[src/rtl/temp_conv_pkg.sv]
// Shared constants and types of the temperature conversion controller.
package temp_conv_pkg;

    ////////////////////////////////////////////////////////////////////////
    // Clock and conversion timing.
    localparam int CLK_MHZ = 250;
    localparam int CYC_PER_MS = CLK_MHZ * 1000;
    localparam int CONV_MS = 240;
    localparam int FAST_MS = 6;
    localparam int SPS_CONV_MS = 60;
    localparam int SPS_IDLE_MS = 940;
    localparam int WAKE_MS = 1;
    localparam int CONV_CYC = CONV_MS * CYC_PER_MS;
    localparam int FAST_CYC = FAST_MS * CYC_PER_MS;
    localparam int SPS_CONV_CYC = SPS_CONV_MS * CYC_PER_MS;
    localparam int SPS_IDLE_CYC = SPS_IDLE_MS * CYC_PER_MS;
    localparam int WAKE_CYC = WAKE_MS * CYC_PER_MS;
    localparam int TMR_W = 32;

    ////////////////////////////////////////////////////////////////////////
    // Register addresses.
    localparam logic [7:0] ADDR_TEMP_MSB = 8'h00;
    localparam logic [7:0] ADDR_TEMP_LSB = 8'h01;
    localparam logic [7:0] ADDR_CFG = 8'h03;
    localparam logic [7:0] ADDR_LIM_FIRST = 8'h04;
    localparam logic [7:0] ADDR_LIM_LAST = 8'h0a;
    localparam int LIM_BYTES = 7;

    // Limit bytes, index 0 at the first limit address.
    localparam int LIM_UP_MSB = 0;
    localparam int LIM_UP_LSB = 1;
    localparam int LIM_LO_MSB = 2;
    localparam int LIM_LO_LSB = 3;
    localparam int LIM_CR_MSB = 4;
    localparam int LIM_CR_LSB = 5;
    localparam int LIM_HYST = 6;
    localparam logic [LIM_BYTES-1:0][7:0] LIM_RESET =
        {8'h05, 8'h80, 8'h49, 8'h00, 8'h05, 8'h00, 8'h20};

    ////////////////////////////////////////////////////////////////////////
    // Configuration fields and result format.
    localparam logic [7:0] CFG_RESET = 8'h00;
    localparam int CFG_FQ_LSB = 0;
    localparam int CFG_FQ_W = 2;
    localparam int CFG_CRIT_POL = 2;
    localparam int CFG_INT_POL = 3;
    localparam int CFG_IRQ_MODE = 4;
    localparam int CFG_MODE_LSB = 5;
    localparam int CFG_RES = 7;
    localparam int FLAG_LOW = 0;
    localparam int FLAG_HIGH = 1;
    localparam int FLAG_CRIT = 2;
    localparam int FLAG_W = 3;
    localparam int HYST_W = 4;

    typedef enum logic [1:0] {
        MODE_CONT = 2'h0,
        MODE_ONESHOT = 2'h1,
        MODE_SPS = 2'h2,
        MODE_SHDN = 2'h3
    } op_mode_t;

endpackage

[src/rtl/temp_conv_if.sv]
// Interfaces between the controller and its timer and fault queues.
`timescale 1ns/1ps
`default_nettype none

interface tmr_if import temp_conv_pkg::*; ();
    logic start;
    logic [TMR_W-1:0] load;
    logic done;
    modport ctrl (output start, output load, input done);
    modport timer (input start, input load, output done);
endinterface

interface fq_if;
    logic eval;
    logic fault;
    logic [1:0] depth;
    logic trip;
    modport ctrl (output eval, output fault, output depth, input trip);
    modport queue (input eval, input fault, input depth, output trip);
endinterface

`default_nettype wire

[src/rtl/conv_timer.sv]
// Down-counter that times wake-up, conversion and idle phases.
`timescale 1ns/1ps
`default_nettype none

module conv_timer import temp_conv_pkg::*; (
    input wire logic ref_clk,
    input wire logic rst_b,
    input wire logic ce,
    tmr_if.timer t
);
    logic [TMR_W-1:0] cnt_q, cnt_d;

    // A start reloads even while running, so an abort needs no extra path.
    always_comb begin
        cnt_d = cnt_q;
        if (t.start) begin
            cnt_d = t.load;
        end else if (cnt_q != '0) begin
            cnt_d = cnt_q - TMR_W'(1);
        end
    end

    always_ff @(posedge ref_clk or negedge rst_b) begin
        if (!rst_b) begin
            cnt_q <= '0;
        end else if (ce) begin
            cnt_q <= cnt_d;
        end
    end

    assign t.done = (cnt_q == TMR_W'(1));
endmodule

`default_nettype wire

[src/rtl/fault_queue.sv]
// Consecutive-fault counter for one alert output.
`timescale 1ns/1ps
`default_nettype none

module fault_queue (
    input wire logic ref_clk,
    input wire logic rst_b,
    input wire logic ce,
    fq_if.queue f
);
    logic [1:0] cnt_q, cnt_d;
    logic trip;

    always_comb begin
        cnt_d = cnt_q;
        trip = 1'b0;
        if (f.eval) begin
            if (!f.fault) begin
                cnt_d = 2'h0;
            end else begin
                // The count saturates, so lowering the depth still trips.
                if (cnt_q >= f.depth) begin
                    trip = 1'b1;
                end
                if (cnt_q != '1) begin
                    cnt_d = cnt_q + 2'h1;
                end
            end
        end
    end

    always_ff @(posedge ref_clk or negedge rst_b) begin
        if (!rst_b) begin
            cnt_q <= 2'h0;
        end else if (ce) begin
            cnt_q <= cnt_d;
        end
    end

    assign f.trip = trip;
endmodule

`default_nettype wire

[src/rtl/temp_conv_ctrl.sv]
// Conversion sequencing, limit alarms and register file of the sensor.
//
// How it works
// - Continuous mode runs 240 ms conversions back to back.
// - Every finished conversion is stored; reads return the latest result.
// - First conversion after power-up is a fast 6 ms conversion.
// - Power-on limits alarm above 147 C critical and 64 C upper.
// - Results compare with critical, upper and lower limits driving alerts.
// - Alert polarity and comparator or interrupt behaviour are configurable.
// - Mode code 01 does one conversion, after a 1 ms wake if shut down, then shuts down.
// - Rewriting the one-shot code starts a fresh single conversion.
// - In interrupt behaviour any register read deasserts both alerts.
// - One-shot comparator overtemp alert clears on a mode write.
// - One-shot comparator critical alert clears on a one-shot write.
// - Mode code 10 converts 60 ms then idles 940 ms each second.
// - Code 11 shuts down; code 00 wakes after 1 ms.
// - Shutdown keeps the last result readable.
// - Leaving shutdown restarts the timing and begins a conversion.
// - Alerts need one more consecutive faulty conversion than the programmed queue depth.
// - A good conversion resets the fault counter to zero.
// - LSB weighs 0.0625 C in 13-bit, 0.0078 C in 16-bit.
// - 13-bit format holds temperature in bits 15..3, flags below.
// - Configuration bit 7 selects 16-bit results; default is 13-bit.
// - 13-bit flags: bit 0 below lower, 1 above upper, 2 critical.
// - Reading the temperature high byte advances the pointer to low byte.
`timescale 1ns/1ps
`default_nettype none

module temp_conv_ctrl import temp_conv_pkg::*; #(
    parameter int FAST_CYCLES = FAST_CYC,
    parameter int CONV_CYCLES = CONV_CYC,
    parameter int SPS_CONV_CYCLES = SPS_CONV_CYC,
    parameter int SPS_IDLE_CYCLES = SPS_IDLE_CYC,
    parameter int WAKE_CYCLES = WAKE_CYC
) (
    input wire logic ref_clk,
    input wire logic rst_b,
    input wire logic ce,
    input wire logic wr_stb,
    input wire logic [7:0] wr_addr,
    input wire logic [7:0] wr_data,
    input wire logic ptr_wr,
    input wire logic [7:0] ptr_val,
    input wire logic rd_stb,
    input wire logic [15:0] afe_code,
    output logic [7:0] rd_data,
    output logic [15:0] temp_value,
    output logic overtemp_alert_out_oe_n,
    output logic critical_alert_out_oe_n
);
    typedef enum logic [1:0] {ST_WAKE, ST_CONV, ST_WAIT, ST_OFF} st_t;

    st_t st_q, st_d;
    logic boot_q, boot_d;
    logic [7:0] cfg_q, cfg_d, ptr_q, ptr_d, rd_q, rd_d;
    logic [LIM_BYTES-1:0][7:0] lim_q, lim_d;
    logic [15:0] afe_s1_q, afe_s2_q, res_q, res_d, temp_q, temp_d;
    logic [1:0] alert_q, alert_d, oe_n_q, oe_n_d;
    logic [1:0] ok, trip, pol, clr_wr;
    op_mode_t mode, new_mode;
    logic cfg_hit, restart, conv_done, wide, irq_mode, oneshot;
    logic over_hi, under_lo, over_cr;
    logic [15:0] cur, curm, upm, lom, crm;
    logic [16:0] hyst17;

    tmr_if tmr ();
    fq_if fq [2] ();

    function automatic logic [TMR_W-1:0] conv_len(op_mode_t m);
        return (m == MODE_SPS) ? TMR_W'(SPS_CONV_CYCLES)
                               : TMR_W'(CONV_CYCLES);
    endfunction

    // In 13-bit format the three low bits carry no temperature.
    function automatic logic [15:0] fmt(logic [15:0] v, logic w);
        return w ? v : {v[15:FLAG_W], FLAG_W'(0)};
    endfunction

    function automatic logic signed [16:0] sx(logic [15:0] v);
        return $signed({v[15], v});
    endfunction

    function automatic logic [7:0] reg_byte(logic [7:0] a);
        logic [7:0] b;
        b = 8'h00;
        if (a == ADDR_TEMP_MSB) begin
            b = temp_q[15:8];
        end else if (a == ADDR_TEMP_LSB) begin
            b = temp_q[7:0];
        end else if (a == ADDR_CFG) begin
            b = cfg_q;
        end else if (a >= ADDR_LIM_FIRST && a <= ADDR_LIM_LAST) begin
            b = lim_q[3'(a - ADDR_LIM_FIRST)];
        end
        return b;
    endfunction

    ////////////////////////////////////////////////////////////////////////
    // Front-end sampling. The code comes from the analog domain, so it
    // crosses two flops; it must be stable around the end of a conversion.
    always_ff @(posedge ref_clk or negedge rst_b) begin
        if (!rst_b) begin
            afe_s1_q <= 16'h0000;
            afe_s2_q <= 16'h0000;
        end else if (ce) begin
            afe_s1_q <= afe_code;
            afe_s2_q <= afe_s1_q;
        end
    end

    ////////////////////////////////////////////////////////////////////////
    // Conversion sequencer.
    assign mode = op_mode_t'(cfg_q[CFG_MODE_LSB +: 2]);
    assign new_mode = op_mode_t'(wr_data[CFG_MODE_LSB +: 2]);
    assign cfg_hit = wr_stb && (wr_addr == ADDR_CFG);
    assign restart = cfg_hit
        && (new_mode != mode || new_mode == MODE_ONESHOT);
    assign conv_done = (st_q == ST_CONV) && tmr.done && !restart && !boot_q;

    always_comb begin
        st_d = st_q;
        boot_d = 1'b0;
        tmr.start = 1'b0;
        tmr.load = '0;
        if (boot_q) begin
            st_d = ST_CONV;
            tmr.start = 1'b1;
            tmr.load = TMR_W'(FAST_CYCLES);
        end else if (restart) begin
            if (new_mode == MODE_SHDN) begin
                st_d = ST_OFF;
            end else if (st_q == ST_OFF || st_q == ST_WAKE) begin
                st_d = ST_WAKE;
                tmr.start = 1'b1;
                tmr.load = TMR_W'(WAKE_CYCLES);
            end else begin
                st_d = ST_CONV;
                tmr.start = 1'b1;
                tmr.load = conv_len(new_mode);
            end
        end else begin
            case (st_q)
                ST_WAKE: if (tmr.done) begin
                    st_d = ST_CONV;
                    tmr.start = 1'b1;
                    tmr.load = conv_len(mode);
                end
                ST_CONV: if (tmr.done) begin
                    case (mode)
                        MODE_CONT: begin
                            tmr.start = 1'b1;
                            tmr.load = TMR_W'(CONV_CYCLES);
                        end
                        MODE_SPS: begin
                            st_d = ST_WAIT;
                            tmr.start = 1'b1;
                            tmr.load = TMR_W'(SPS_IDLE_CYCLES);
                        end
                        default: st_d = ST_OFF;
                    endcase
                end
                ST_WAIT: if (tmr.done) begin
                    st_d = ST_CONV;
                    tmr.start = 1'b1;
                    tmr.load = TMR_W'(SPS_CONV_CYCLES);
                end
                ST_OFF: st_d = ST_OFF;
                default: st_d = ST_OFF;
            endcase
        end
    end

    always_ff @(posedge ref_clk or negedge rst_b) begin
        if (!rst_b) begin
            st_q <= ST_OFF;
            boot_q <= 1'b1;
        end else if (ce) begin
            st_q <= st_d;
            boot_q <= boot_d;
        end
    end

    conv_timer u_timer (
        .ref_clk(ref_clk),
        .rst_b(rst_b),
        .ce(ce),
        .t(tmr)
    );

    ////////////////////////////////////////////////////////////////////////
    // Register file and read path.
    always_comb begin
        cfg_d = cfg_q;
        lim_d = lim_q;
        ptr_d = ptr_q;
        rd_d = rd_q;
        if (wr_stb) begin
            if (wr_addr == ADDR_CFG) begin
                cfg_d = wr_data;
            end
            for (int j = 0; j < LIM_BYTES; j++) begin
                if (wr_addr == ADDR_LIM_FIRST + 8'(j)) begin
                    lim_d[j] = wr_data;
                end
            end
        end
        if (ptr_wr) begin
            ptr_d = ptr_val;
        end else if (rd_stb) begin
            rd_d = reg_byte(ptr_q);
            if (ptr_q == ADDR_TEMP_MSB) begin
                ptr_d = ADDR_TEMP_LSB;
            end
        end
    end

    always_ff @(posedge ref_clk or negedge rst_b) begin
        if (!rst_b) begin
            cfg_q <= CFG_RESET;
            lim_q <= LIM_RESET;
            ptr_q <= ADDR_TEMP_MSB;
            rd_q <= 8'h00;
        end else if (ce) begin
            cfg_q <= cfg_d;
            lim_q <= lim_d;
            ptr_q <= ptr_d;
            rd_q <= rd_d;
        end
    end

    ////////////////////////////////////////////////////////////////////////
    // Limit comparison and result formatting.
    assign wide = cfg_q[CFG_RES];
    assign cur = conv_done ? afe_s2_q : res_q;
    assign curm = fmt(cur, wide);
    assign upm = fmt({lim_q[LIM_UP_MSB], lim_q[LIM_UP_LSB]}, wide);
    assign lom = fmt({lim_q[LIM_LO_MSB], lim_q[LIM_LO_LSB]}, wide);
    assign crm = fmt({lim_q[LIM_CR_MSB], lim_q[LIM_CR_LSB]}, wide);
    // Hysteresis is whole degrees, 128 LSBs of the 16-bit code each.
    assign hyst17 = {6'h00, lim_q[LIM_HYST][HYST_W-1:0], 7'h00};
    assign over_hi = sx(curm) > sx(upm);
    assign under_lo = sx(curm) < sx(lom);
    assign over_cr = sx(curm) > sx(crm);
    assign ok[0] = (sx(curm) < $signed(sx(upm) - hyst17))
        && (sx(curm) > $signed(sx(lom) + hyst17));
    assign ok[1] = sx(curm) < $signed(sx(crm) - hyst17);

    always_comb begin
        res_d = res_q;
        temp_d = temp_q;
        if (conv_done) begin
            res_d = afe_s2_q;
            temp_d = wide ? afe_s2_q : fmt(afe_s2_q, 1'b0);
            if (!wide) begin
                temp_d[FLAG_LOW] = under_lo;
                temp_d[FLAG_HIGH] = over_hi;
                temp_d[FLAG_CRIT] = over_cr;
            end
        end
    end

    // Results only move on a finished conversion, so shutdown keeps them.
    always_ff @(posedge ref_clk or negedge rst_b) begin
        if (!rst_b) begin
            res_q <= 16'h0000;
            temp_q <= 16'h0000;
        end else if (ce) begin
            res_q <= res_d;
            temp_q <= temp_d;
        end
    end

    ////////////////////////////////////////////////////////////////////////
    // Fault queues and alert outputs; channel 0 overtemp, channel 1 critical.
    for (genvar g = 0; g < 2; g++) begin : g_fq
        fault_queue u_fq (
            .ref_clk(ref_clk),
            .rst_b(rst_b),
            .ce(ce),
            .f(fq[g])
        );
        assign fq[g].eval = conv_done;
        assign fq[g].depth = cfg_q[CFG_FQ_LSB +: CFG_FQ_W];
    end
    assign fq[0].fault = over_hi || under_lo;
    assign fq[1].fault = over_cr;
    assign trip = {fq[1].trip, fq[0].trip};
    assign pol = {cfg_q[CFG_CRIT_POL], cfg_q[CFG_INT_POL]};
    assign irq_mode = cfg_q[CFG_IRQ_MODE];
    assign oneshot = (mode == MODE_ONESHOT) || (mode == MODE_SHDN);
    assign clr_wr[0] = cfg_hit;
    assign clr_wr[1] = cfg_hit && (new_mode == MODE_ONESHOT);

    // A trip in the clearing cycle wins, so no fault event is lost.
    always_comb begin
        alert_d = alert_q;
        oe_n_d = oe_n_q;
        for (int i = 0; i < 2; i++) begin
            if (irq_mode) begin
                if (rd_stb) begin
                    alert_d[i] = 1'b0;
                end
            end else if (oneshot) begin
                if (clr_wr[i] && ok[i]) begin
                    alert_d[i] = 1'b0;
                end
            end else if (conv_done && ok[i]) begin
                alert_d[i] = 1'b0;
            end
            if (trip[i]) begin
                alert_d[i] = 1'b1;
            end
            oe_n_d[i] = ~(alert_d[i] ^ pol[i]);
        end
    end

    always_ff @(posedge ref_clk or negedge rst_b) begin
        if (!rst_b) begin
            alert_q <= 2'h0;
            oe_n_q <= 2'h3;
        end else if (ce) begin
            alert_q <= alert_d;
            oe_n_q <= oe_n_d;
        end
    end

    assign rd_data = rd_q;
    assign temp_value = temp_q;
    assign overtemp_alert_out_oe_n = oe_n_q[0];
    assign critical_alert_out_oe_n = oe_n_q[1];
endmodule

`default_nettype wire

[config.mk]
export PLATFORM = sky130hd
export DESIGN_NAME = temp_conv_ctrl
export DESIGN_NICKNAME = d
export VERILOG_FILES = /design/src/rtl/temp_conv_pkg.sv /design/src/rtl/temp_conv_if.sv /design/src/rtl/conv_timer.sv /design/src/rtl/fault_queue.sv /design/src/rtl/temp_conv_ctrl.sv
export SDC_FILE = /design/constraint.sdc
export NUM_CORES = 1
export LEC_CHECK = 0
export ABC_AREA = 0
export BUFFER_PORTS_ARGS = -buffer_cell sky130_fd_sc_hd__buf_2
export CORE_UTILIZATION = 35
export CTS_CLUSTER_DIAMETER = 100
export DETAILED_ROUTE_END_ITERATION = 8
export PLACE_DENSITY = 0.56
export SETUP_SLACK_MARGIN = 0.2
export SLEW_MARGIN = 15
export SYNTH_ARGS = -nofsm -noshare
export SYNTH_HDL_FRONTEND = slang
export SYNTH_HIERARCHICAL = 1
export SYNTH_SLANG_ARGS = --single-unit
export TNS_END_PERCENT = 20
[constraint.sdc]
create_clock -name ref_clk -period 5.9 [get_ports ref_clk]
set_clock_uncertainty 0.15 [all_clocks]
set_input_delay 0 -clock ref_clk [delete_from_list [all_inputs] [get_ports ref_clk]]
set_output_delay 0 -clock ref_clk [all_outputs]
set_load 0.01 [all_outputs]
==> out/metrics.csv, run 1 <==
stage,metric,value,unit
global_routing,first-pass GRT wire length,59.0,mm
setup_path,largest delay contributor family on the critical path,simple AND/OR/NAND/NOR gates,
timing,worst-margin pin slew,0.969,ns
setup_path,RR Endpoint,oe_n_q[0],
yosys,"Seq/Total Area, Yosys",38.5,%
min_path,Worst Hold Path EP,ptr_q[5],
finish,antenna cells,0,
pwr,overall power,3.28,mW
yosys,Post-synth EDFFs,0,
timing,sum of negative setup slack,0,ns
finish,most frequent cells in the layout,"177 x nand2_1, 173 x dfrtp_1, 104 x ha_1",
yosys,Syn Area/Cell,9.56,µm²
timing,Tcrit/Tclk final,89.9,%
finish,Util after Layout,41.2,%
setup_path,worst-path fanout max,22,
floorplan,Total Die Area,35600,µm²
setup_path,CP arrival,5.54,ns
finish,# nets final,1546,
cts,H-tree levels,4,
min_path,Hold Path Depth,3,
cts,"Clk Latency, worst-skew pair",0.46,ns
status,status,"finished, final reports clean",
floorplan,initial core utilization,35.4,%
global_routing,GRT Total Usage,21.8,%
cts,postcts setup bufs,0,
placement,routability congestion estimate,0.926,
floorplan,I/O pins,72,
timing,"Setup violations, final",0,
yosys,Synth area leader,dfrtp_1,
cts,Max Root-Sink Buffers,2,
setup_path,reg-to-reg startpoint,u_timer/cnt_q[12],
min_path,Hold Crit Class,input port to flop,
placement,Port-buffer cells,71,
floorplan,# rows,68,
timing,Rel. slew slack,35.4,%
detailed_routing,Vias/cell,5.50,
job,count of max-cap constraint violations,0,
yosys,Yosys top cell area share,35.5,%
finish,fraction of layout cells with a size suffix above 1,17.5,%
pwr,Pwr per Cell Area,232,nW/µm²
yosys,Syn. warnings,6,
setup_path,Setup CP Type,flop to flop,
global_routing,vias in the first global route,10100,
setup_path,Worst path slowest cell,or4_1,
setup_path,"Data required, critical path",6.13,ns
yosys,post-synthesis cell area,12200,µm²
setup_path,CP startpoint kind,flop,
placement,post-DP HPWL,28.3,mm
setup_path,Critical Path Max Stage Delay,0.69,ns
detailed_routing,total iterations of the first detailed-routing run,5,
setup_path,Crit. End Element,flop,
timing,RSZ-0062 raised after global routing,false,
global_routing,initial antenna violation count,0,
finish,"commonest non-fill, non-tap cell in the layout",nand2_1,
timing,minimum clock period,5.31,ns
cts,"Reg clk slew, reported paths",0.08,ns
detailed_routing,DRC,0,
floorplan,die width,189,µm
detailed_routing,Iter 0 DRT Violations,685,
detailed_routing,post-detailed-routing wire length,37.8,mm
timing,Final Worst Setup Slack,0.595,ns
yosys,Synth async-reset ratio,100,%
pwr,maximum vdd drop,0.155,mV
timing,WHS,0.0141,ns
min_path,hold path startpoint,ptr_wr,
floorplan,Die H,189,µm
cts,CTS buffer count,17,
detailed_routing,wire per inst,20.3,µm
finish,layout filler cell count,3406,
global_routing,aggregate global routing overflow,0,
yosys,Post-Synthesis Cells,1278,
setup_path,WP buf/inv,1,
setup_path,Reg2Reg Depth,22,
cts,clk root buf,clkbuf_16,
setup_path,"reg-to-reg slack, setup",0.59,ns
timing,final number of max-transition violations,0,
pwr,Leak,6.60,nW
finish,area grow syn2layout,16.1,%
placement,pre-CTS setup slack,0.671,ns
detailed_routing,vias,10200,
timing,Hold Fails Final Rpt,0,
yosys,#FFs+latches synth,187,
yosys,Synth cell types,82,
timing,Max Freq,0.188,GHz
floorplan,Core Region,34500,µm²
detailed_routing,ANT nets after route,0,
cts,CTS tree,yes,
global_routing,largest net degree at the start of global routing,76,
yosys,Synth area leaders,"dfrtp_1 35%, ha_1 11%, mux2_2 8.6%, nand2_1 5.4%, o21ai_0 3.0%",
yosys,"Primary FF master, synth",dfrtp_1,
cts,clock sink total,187,
setup_path,worst path cell trace,or4_1 > nor2_1 > nand3_1 > nor2_1 > nand2_1 > a211oi_4 > buf_4 > mux2i_1 > nor2b_1 > ha_1 > nor2b_1 > o21a_1 > o21ai_0 > nand4b_1 > a31oi_1 > mux2_2 > nand2_1 > nand2_1 > nor2_1 > nor3b_1 > nand4_1 > or3b_1,
-- sequential cells by signal, indices dropped and copies added, names as in the netlist --
name	count
hyst17	4
afe_s2_q	16
u_timer/cnt_q	32
lim_q	52
alert_q	2
st_q	2
res_q	16
afe_s1_q	16
rd_data	8
g_fq.u_fq/cnt_q	4
boot_q	1
oe_n_q	2
temp_value	16
cfg_q	8
ptr_q	8
-- how the worst max path moves through the flow --
stage,from,to,slack [ns],cells after the start
4_1_cts,u_timer/cnt_q[12],oe_n_q[1],0.62,20
2_1_floorplan,u_timer/cnt_q[14],oe_n_q[0],1.07,22
6_report,u_timer/cnt_q[12],oe_n_q[0],0.59,22
3_3_place_gp,u_timer/cnt_q[29],oe_n_q[1],0.71,20
3_5_place_dp,u_timer/cnt_q[26],oe_n_q[1],0.67,20
5_1_grt,u_timer/cnt_q[26],oe_n_q[1],0.27,20
-- cell usage after synthesis (12+ instances only) --
cell,count
xnor2_1,17
a21o_1,27
nand2_1,177
nor3_1,27
dfrtp_1,173
a31oi_1,16
nor2b_1,24
dfstp_2,14
inv_1,71
nor2_1,70
a21oi_1,67
o22ai_1,14
clkbuf_1,30
nand2b_1,16
ha_1,104
nand3_1,21
o21ai_0,74
mux2_2,93
nand4_1,20
and2_1,12
mux2i_1,26
-- cells by family (layout without fill, tap and decap cells) --
kind of cell	Yosys count	count (layout)	share of synthesized area (%)
flip-flops	187	187	38.5
XOR/XNOR	18	18	1.29
AND/OR/NAND/NOR	424	424	17.1
AO/OA/AOI/OAI	297	297	15.9
buffers and inverters	116	235	3.75
adder cells (fa/ha/maj)	107	107	11.1
multiplexers	128	128	12.3
other	1	10	0.0307
-- through the flow --
stage               instance area [µm²]  std cells
finish                            14200       1861
global route                      14200       1861
CTS                               14200       1861
detailed placement                13100       1779
global placement                  13100       1779
floorplan                         12200       1287
-- worst reg2reg max path: cells and delay by family, from the launching register on --
family	cells	cell delay [ns]
buf+inv	1	0.33
compound gates	4	0.74
simple gates	14	2.75
fa+ha+maj	1	0.29
mux	2	0.51
flops	1	0.47
-- metal layers --
layer,wire length [µm],global-route usage [%],up-vias
met3,2030,3.93,45
li1,-,-,4879
met1,17900,30.4,5009
met2,17000,33.8,295
met5,0,0,-
met4,868,7.29,0
-- where the power goes --
group	internal [mW]	switching [mW]	total (mW)	leakage [nW]
combinational	0.272	0.348	0.619	3.93
clock	0.567	0.579	1.15	0.279
sequential	1.39	0.133	1.52	2.39
total	2.22	1.06	3.28	6.60
-- final cells by class --
class / count / area, µm² / area share, %
Clock buffer: 18 / 429 / 3.03
Clock inverter: 14 / 146 / 1.03
Inverter: 71 / 267 / 1.88
Multi-Input combinational cell: 984 / 7110 / 50.1
Sequential cell: 187 / 4700 / 33.1
Tap cell: 455 / 569 / 4.01
Timing Repair Buffer: 132 / 967 / 6.82
-- what timing repair did --
action,CTS,global route
gates resized for setup,0,0
hold buffers,50,0
hold endpoints to repair,135,0
Power figures use the tool's default switching activity.
==> run 2, diff against run 1 <==
==> constraint.sdc (replaced) <==
create_clock -name ref_clk -period 5.77 [get_ports ref_clk]
set_clock_uncertainty 0.15 [all_clocks]
set_input_delay 0 -clock ref_clk [delete_from_list [all_inputs] [get_ports ref_clk]]
set_output_delay 0 -clock ref_clk [all_outputs]
set_load 0.01 [all_outputs]
==> run 2 against run 1 <==
Combinational power is 1% higher. Cell count up 0.11%. Non-clock buffer count grew 2. Clock power rose by 6%. Core utilization increased by 0.16 points. Sequential share of layout area is 0.13 points lower. Clock-buffer cell count shrank 1. Critical path depth unchanged. Die area unchanged.
==> out/metrics.csv, run 2 (same netlist as run 1, synthesis figures left out) <==
stage,metric,value,unit,change
status,status,"finished, final reports clean",,
detailed_routing,total iterations of the first detailed-routing run,5,,unchanged
cts,Max Root-Sink Buffers,2,,unchanged
placement,pre-CTS setup slack,0.512,ns,-0.159 ns
setup_path,WP buf/inv,1,,unchanged
min_path,Hold Path Depth,5,,+2
setup_path,Crit. End Element,flop,,
timing,final number of max-transition violations,0,,unchanged
finish,fin area,14200,µm²,+0.38%
pwr,maximum vdd drop,0.193,mV,+25%
setup_path,Setup CP Type,flop to flop,,
floorplan,initial core utilization,35.4,%,unchanged
timing,Hold Fails Final Rpt,0,,unchanged
global_routing,aggregate global routing overflow,0,,unchanged
finish,most frequent cells in the layout,"176 x nand2_1, 173 x dfrtp_1, 104 x ha_1",,
finish,Largest Register,lim_q,,
timing,Tcrit/Tclk final,91.3,%,+1.4 points
placement,routability congestion estimate,0.923,,-0.33%
setup_path,Reg2Reg Depth,22,,unchanged
floorplan,die width,189,µm,unchanged
finish,"commonest non-fill, non-tap cell in the layout",nand2_1,,
min_path,Hold Crit Class,input port to flop,,
global_routing,largest net degree at the start of global routing,65,,-14%
cts,"Clk Latency, worst-skew pair",0.45,ns,about the same
setup_path,Critical Path Max Stage Delay,0.67,ns,-0.02 ns
detailed_routing,DRC,0,,unchanged
placement,placed insts,1780,,+0.056%
timing,Rel. slew slack,36.1,%,+0.65 points
placement,post-DP HPWL,28.6,mm,+1.2%
finish,antenna cells,0,,unchanged
detailed_routing,Vias/cell,5.50,,+0.15%
setup_path,"Data required, critical path",5.99,ns,-0.14 ns
job,count of max-cap constraint violations,0,,unchanged
finish,# nets final,1548,,+0.13%
cts,CTS buffer count,17,,unchanged
finish,biggest registers after layout,"lim_q (52), u_timer/cnt_q (32)",,
setup_path,RR Endpoint,oe_n_q[0],,
detailed_routing,ANT nets after route,0,,unchanged
cts,CTS tree,yes,,
detailed_routing,Iter 0 DRT Violations,701,,+2.3%
detailed_routing,vias,10300,,+0.25%
pwr,overall power,3.41,mW,+3.8%
global_routing,first-pass GRT wire length,59.4,mm,+0.69%
cts,"Reg clk slew, reported paths",0.08,ns,about the same
timing,Max Freq,0.190,GHz,+0.68%
placement,Port-buffer cells,71,,unchanged
timing,sum of negative setup slack,0,ns,unchanged
setup_path,reg-to-reg startpoint,u_timer/cnt_q[12],,
detailed_routing,wire per inst,20.5,µm,+0.92%
min_path,hold path startpoint,wr_addr[2],,
setup_path,largest delay contributor family on the critical path,simple AND/OR/NAND/NOR gates,,
finish,area grow syn2layout,16.6,%,
timing,WHS,0.0294,ns,+0.0153 ns
timing,Final Worst Setup Slack,0.500,ns,-0.0941 ns
finish,Util after Layout,41.3,%,+0.16 points
global_routing,GRT Total Usage,21.9,%,+0.14 points
finish,max FFs per register,52,,unchanged
floorplan,Total Die Area,35600,µm²,unchanged
setup_path,CP arrival,5.49,ns,-0.05 ns
detailed_routing,post-detailed-routing wire length,38.1,mm,+1.0%
setup_path,Worst path slowest cell,or4_1,,
global_routing,initial antenna violation count,0,,unchanged
cts,postcts setup bufs,0,,unchanged
floorplan,Die H,189,µm,unchanged
finish,fraction of layout cells with a size suffix above 1,17.7,%,+0.19 points
global_routing,vias in the first global route,10200,,+0.95%
timing,minimum clock period,5.27,ns,-0.0359 ns
pwr,Pwr per Cell Area,239,nW/µm²,+3.4%
cts,H-tree levels,4,,unchanged
placement,Post-DP Area,13100,µm²,about the same
setup_path,worst-path fanout max,22,,unchanged
setup_path,worst path cell trace,or4_1 > nor2_1 > nand3_1 > nor2_1 > nand2_1 > a211oi_4 > buf_6 > mux2i_1 > nor2b_1 > ha_1 > nor2b_1 > o21a_1 > o21ai_0 > nand4b_1 > a31oi_1 > mux2_2 > nand2_1 > nand2_1 > nor2_1 > nor3b_1 > nand4_1 > or3b_1,,
pwr,Leak,6.63,nW,+0.40%
timing,worst-margin pin slew,0.959,ns,-0.00979 ns
timing,RSZ-0062 raised after global routing,false,,
cts,clk root buf,clkbuf_16,,
floorplan,Core Region,34500,µm²,unchanged
floorplan,I/O pins,72,,unchanged
timing,"Setup violations, final",0,,unchanged
floorplan,# rows,68,,unchanged
setup_path,CP startpoint kind,flop,,
cts,clock sink total,187,,unchanged
setup_path,"reg-to-reg slack, setup",0.50,ns,-0.09 ns
min_path,Worst Hold Path EP,lim_q[44],,
finish,post-layout instance count excluding filler cells,1863,,+0.11%
-- run 2: cell count changes in the layout (fill, tap and decap cells not counted), sizes merged --
| cell | before | now |
|---|---|---|
| buf | 82 | 83 |
| clkinv | 3 | 4 |
| inv | 80 | 81 |
| clkinvlp | 2 | 0 |
| bufinv | 0 | 1 |
| dlygate4sd3 | 49 | 50 |
| clkbuf | 19 | 18 |
-- run 2: layout make-up --
class | instances | area, µm²
clock buffers | 17 | 425
clock inverters | 15 | 171
fillers | 3389 | 20200
inverters | 71 | 267
multi-input cells | 984 | 7120
flip-flops and latches | 187 | 4700
well taps | 455 | 569
repair buffers | 134 | 988
-- run 2: worst min-delay path, delay by kind of cell --
kind / cells / cell delay (ns)
simple gates: 3 / 0.39
buf+inv: 1 / 0.12
compound gates: 1 / 0.08
-- run 2: how the worst max path moves through the flow --
| stage | endpoint | from | depth (start not counted) | slack [ns] |
|---|---|---|---|---|
| after floorplan | oe_n_q[0] | u_timer/cnt_q[14] | 22 | 0.94 |
| after global placement | oe_n_q[0] | u_timer/cnt_q[29] | 22 | 0.61 |
| after detailed placement | oe_n_q[0] | u_timer/cnt_q[29] | 22 | 0.51 |
| after CTS | oe_n_q[0] | u_timer/cnt_q[29] | 22 | 0.50 |
| after global routing | oe_n_q[0] | u_timer/cnt_q[26] | 22 | 0.24 |
| final | oe_n_q[0] | u_timer/cnt_q[12] | 22 | 0.50 |
-- run 2: timing repair --
action,4_1_cts,5_1_grt
hold buffers,51,0
setup endpoints to repair,0,1
hold endpoints to repair,144,0
gates resized for setup,0,2
-- run 2: report_power, final --
| group | switching [mW] | internal [mW] | leakage [nW] |
|---|---|---|---|
| Sequential | 0.148 | 1.42 | 2.39 |
| Combinational | 0.348 | 0.279 | 3.94 |
| Clock | 0.595 | 0.621 | 0.295 |
-- run 2: layer usage --
| layer | global-route usage, % | part of all wire (%) | vias to the layer above |
|---|---|---|---|
| met5 | 0 | 0 | - |
| met4 | 7.97 | 2.9 | 0 |
| met3 | 3.28 | 5.6 | 53 |
| met2 | 34.4 | 45 | 316 |
| met1 | 30.5 | 46 | 5011 |
| li1 | - | - | 4874 |
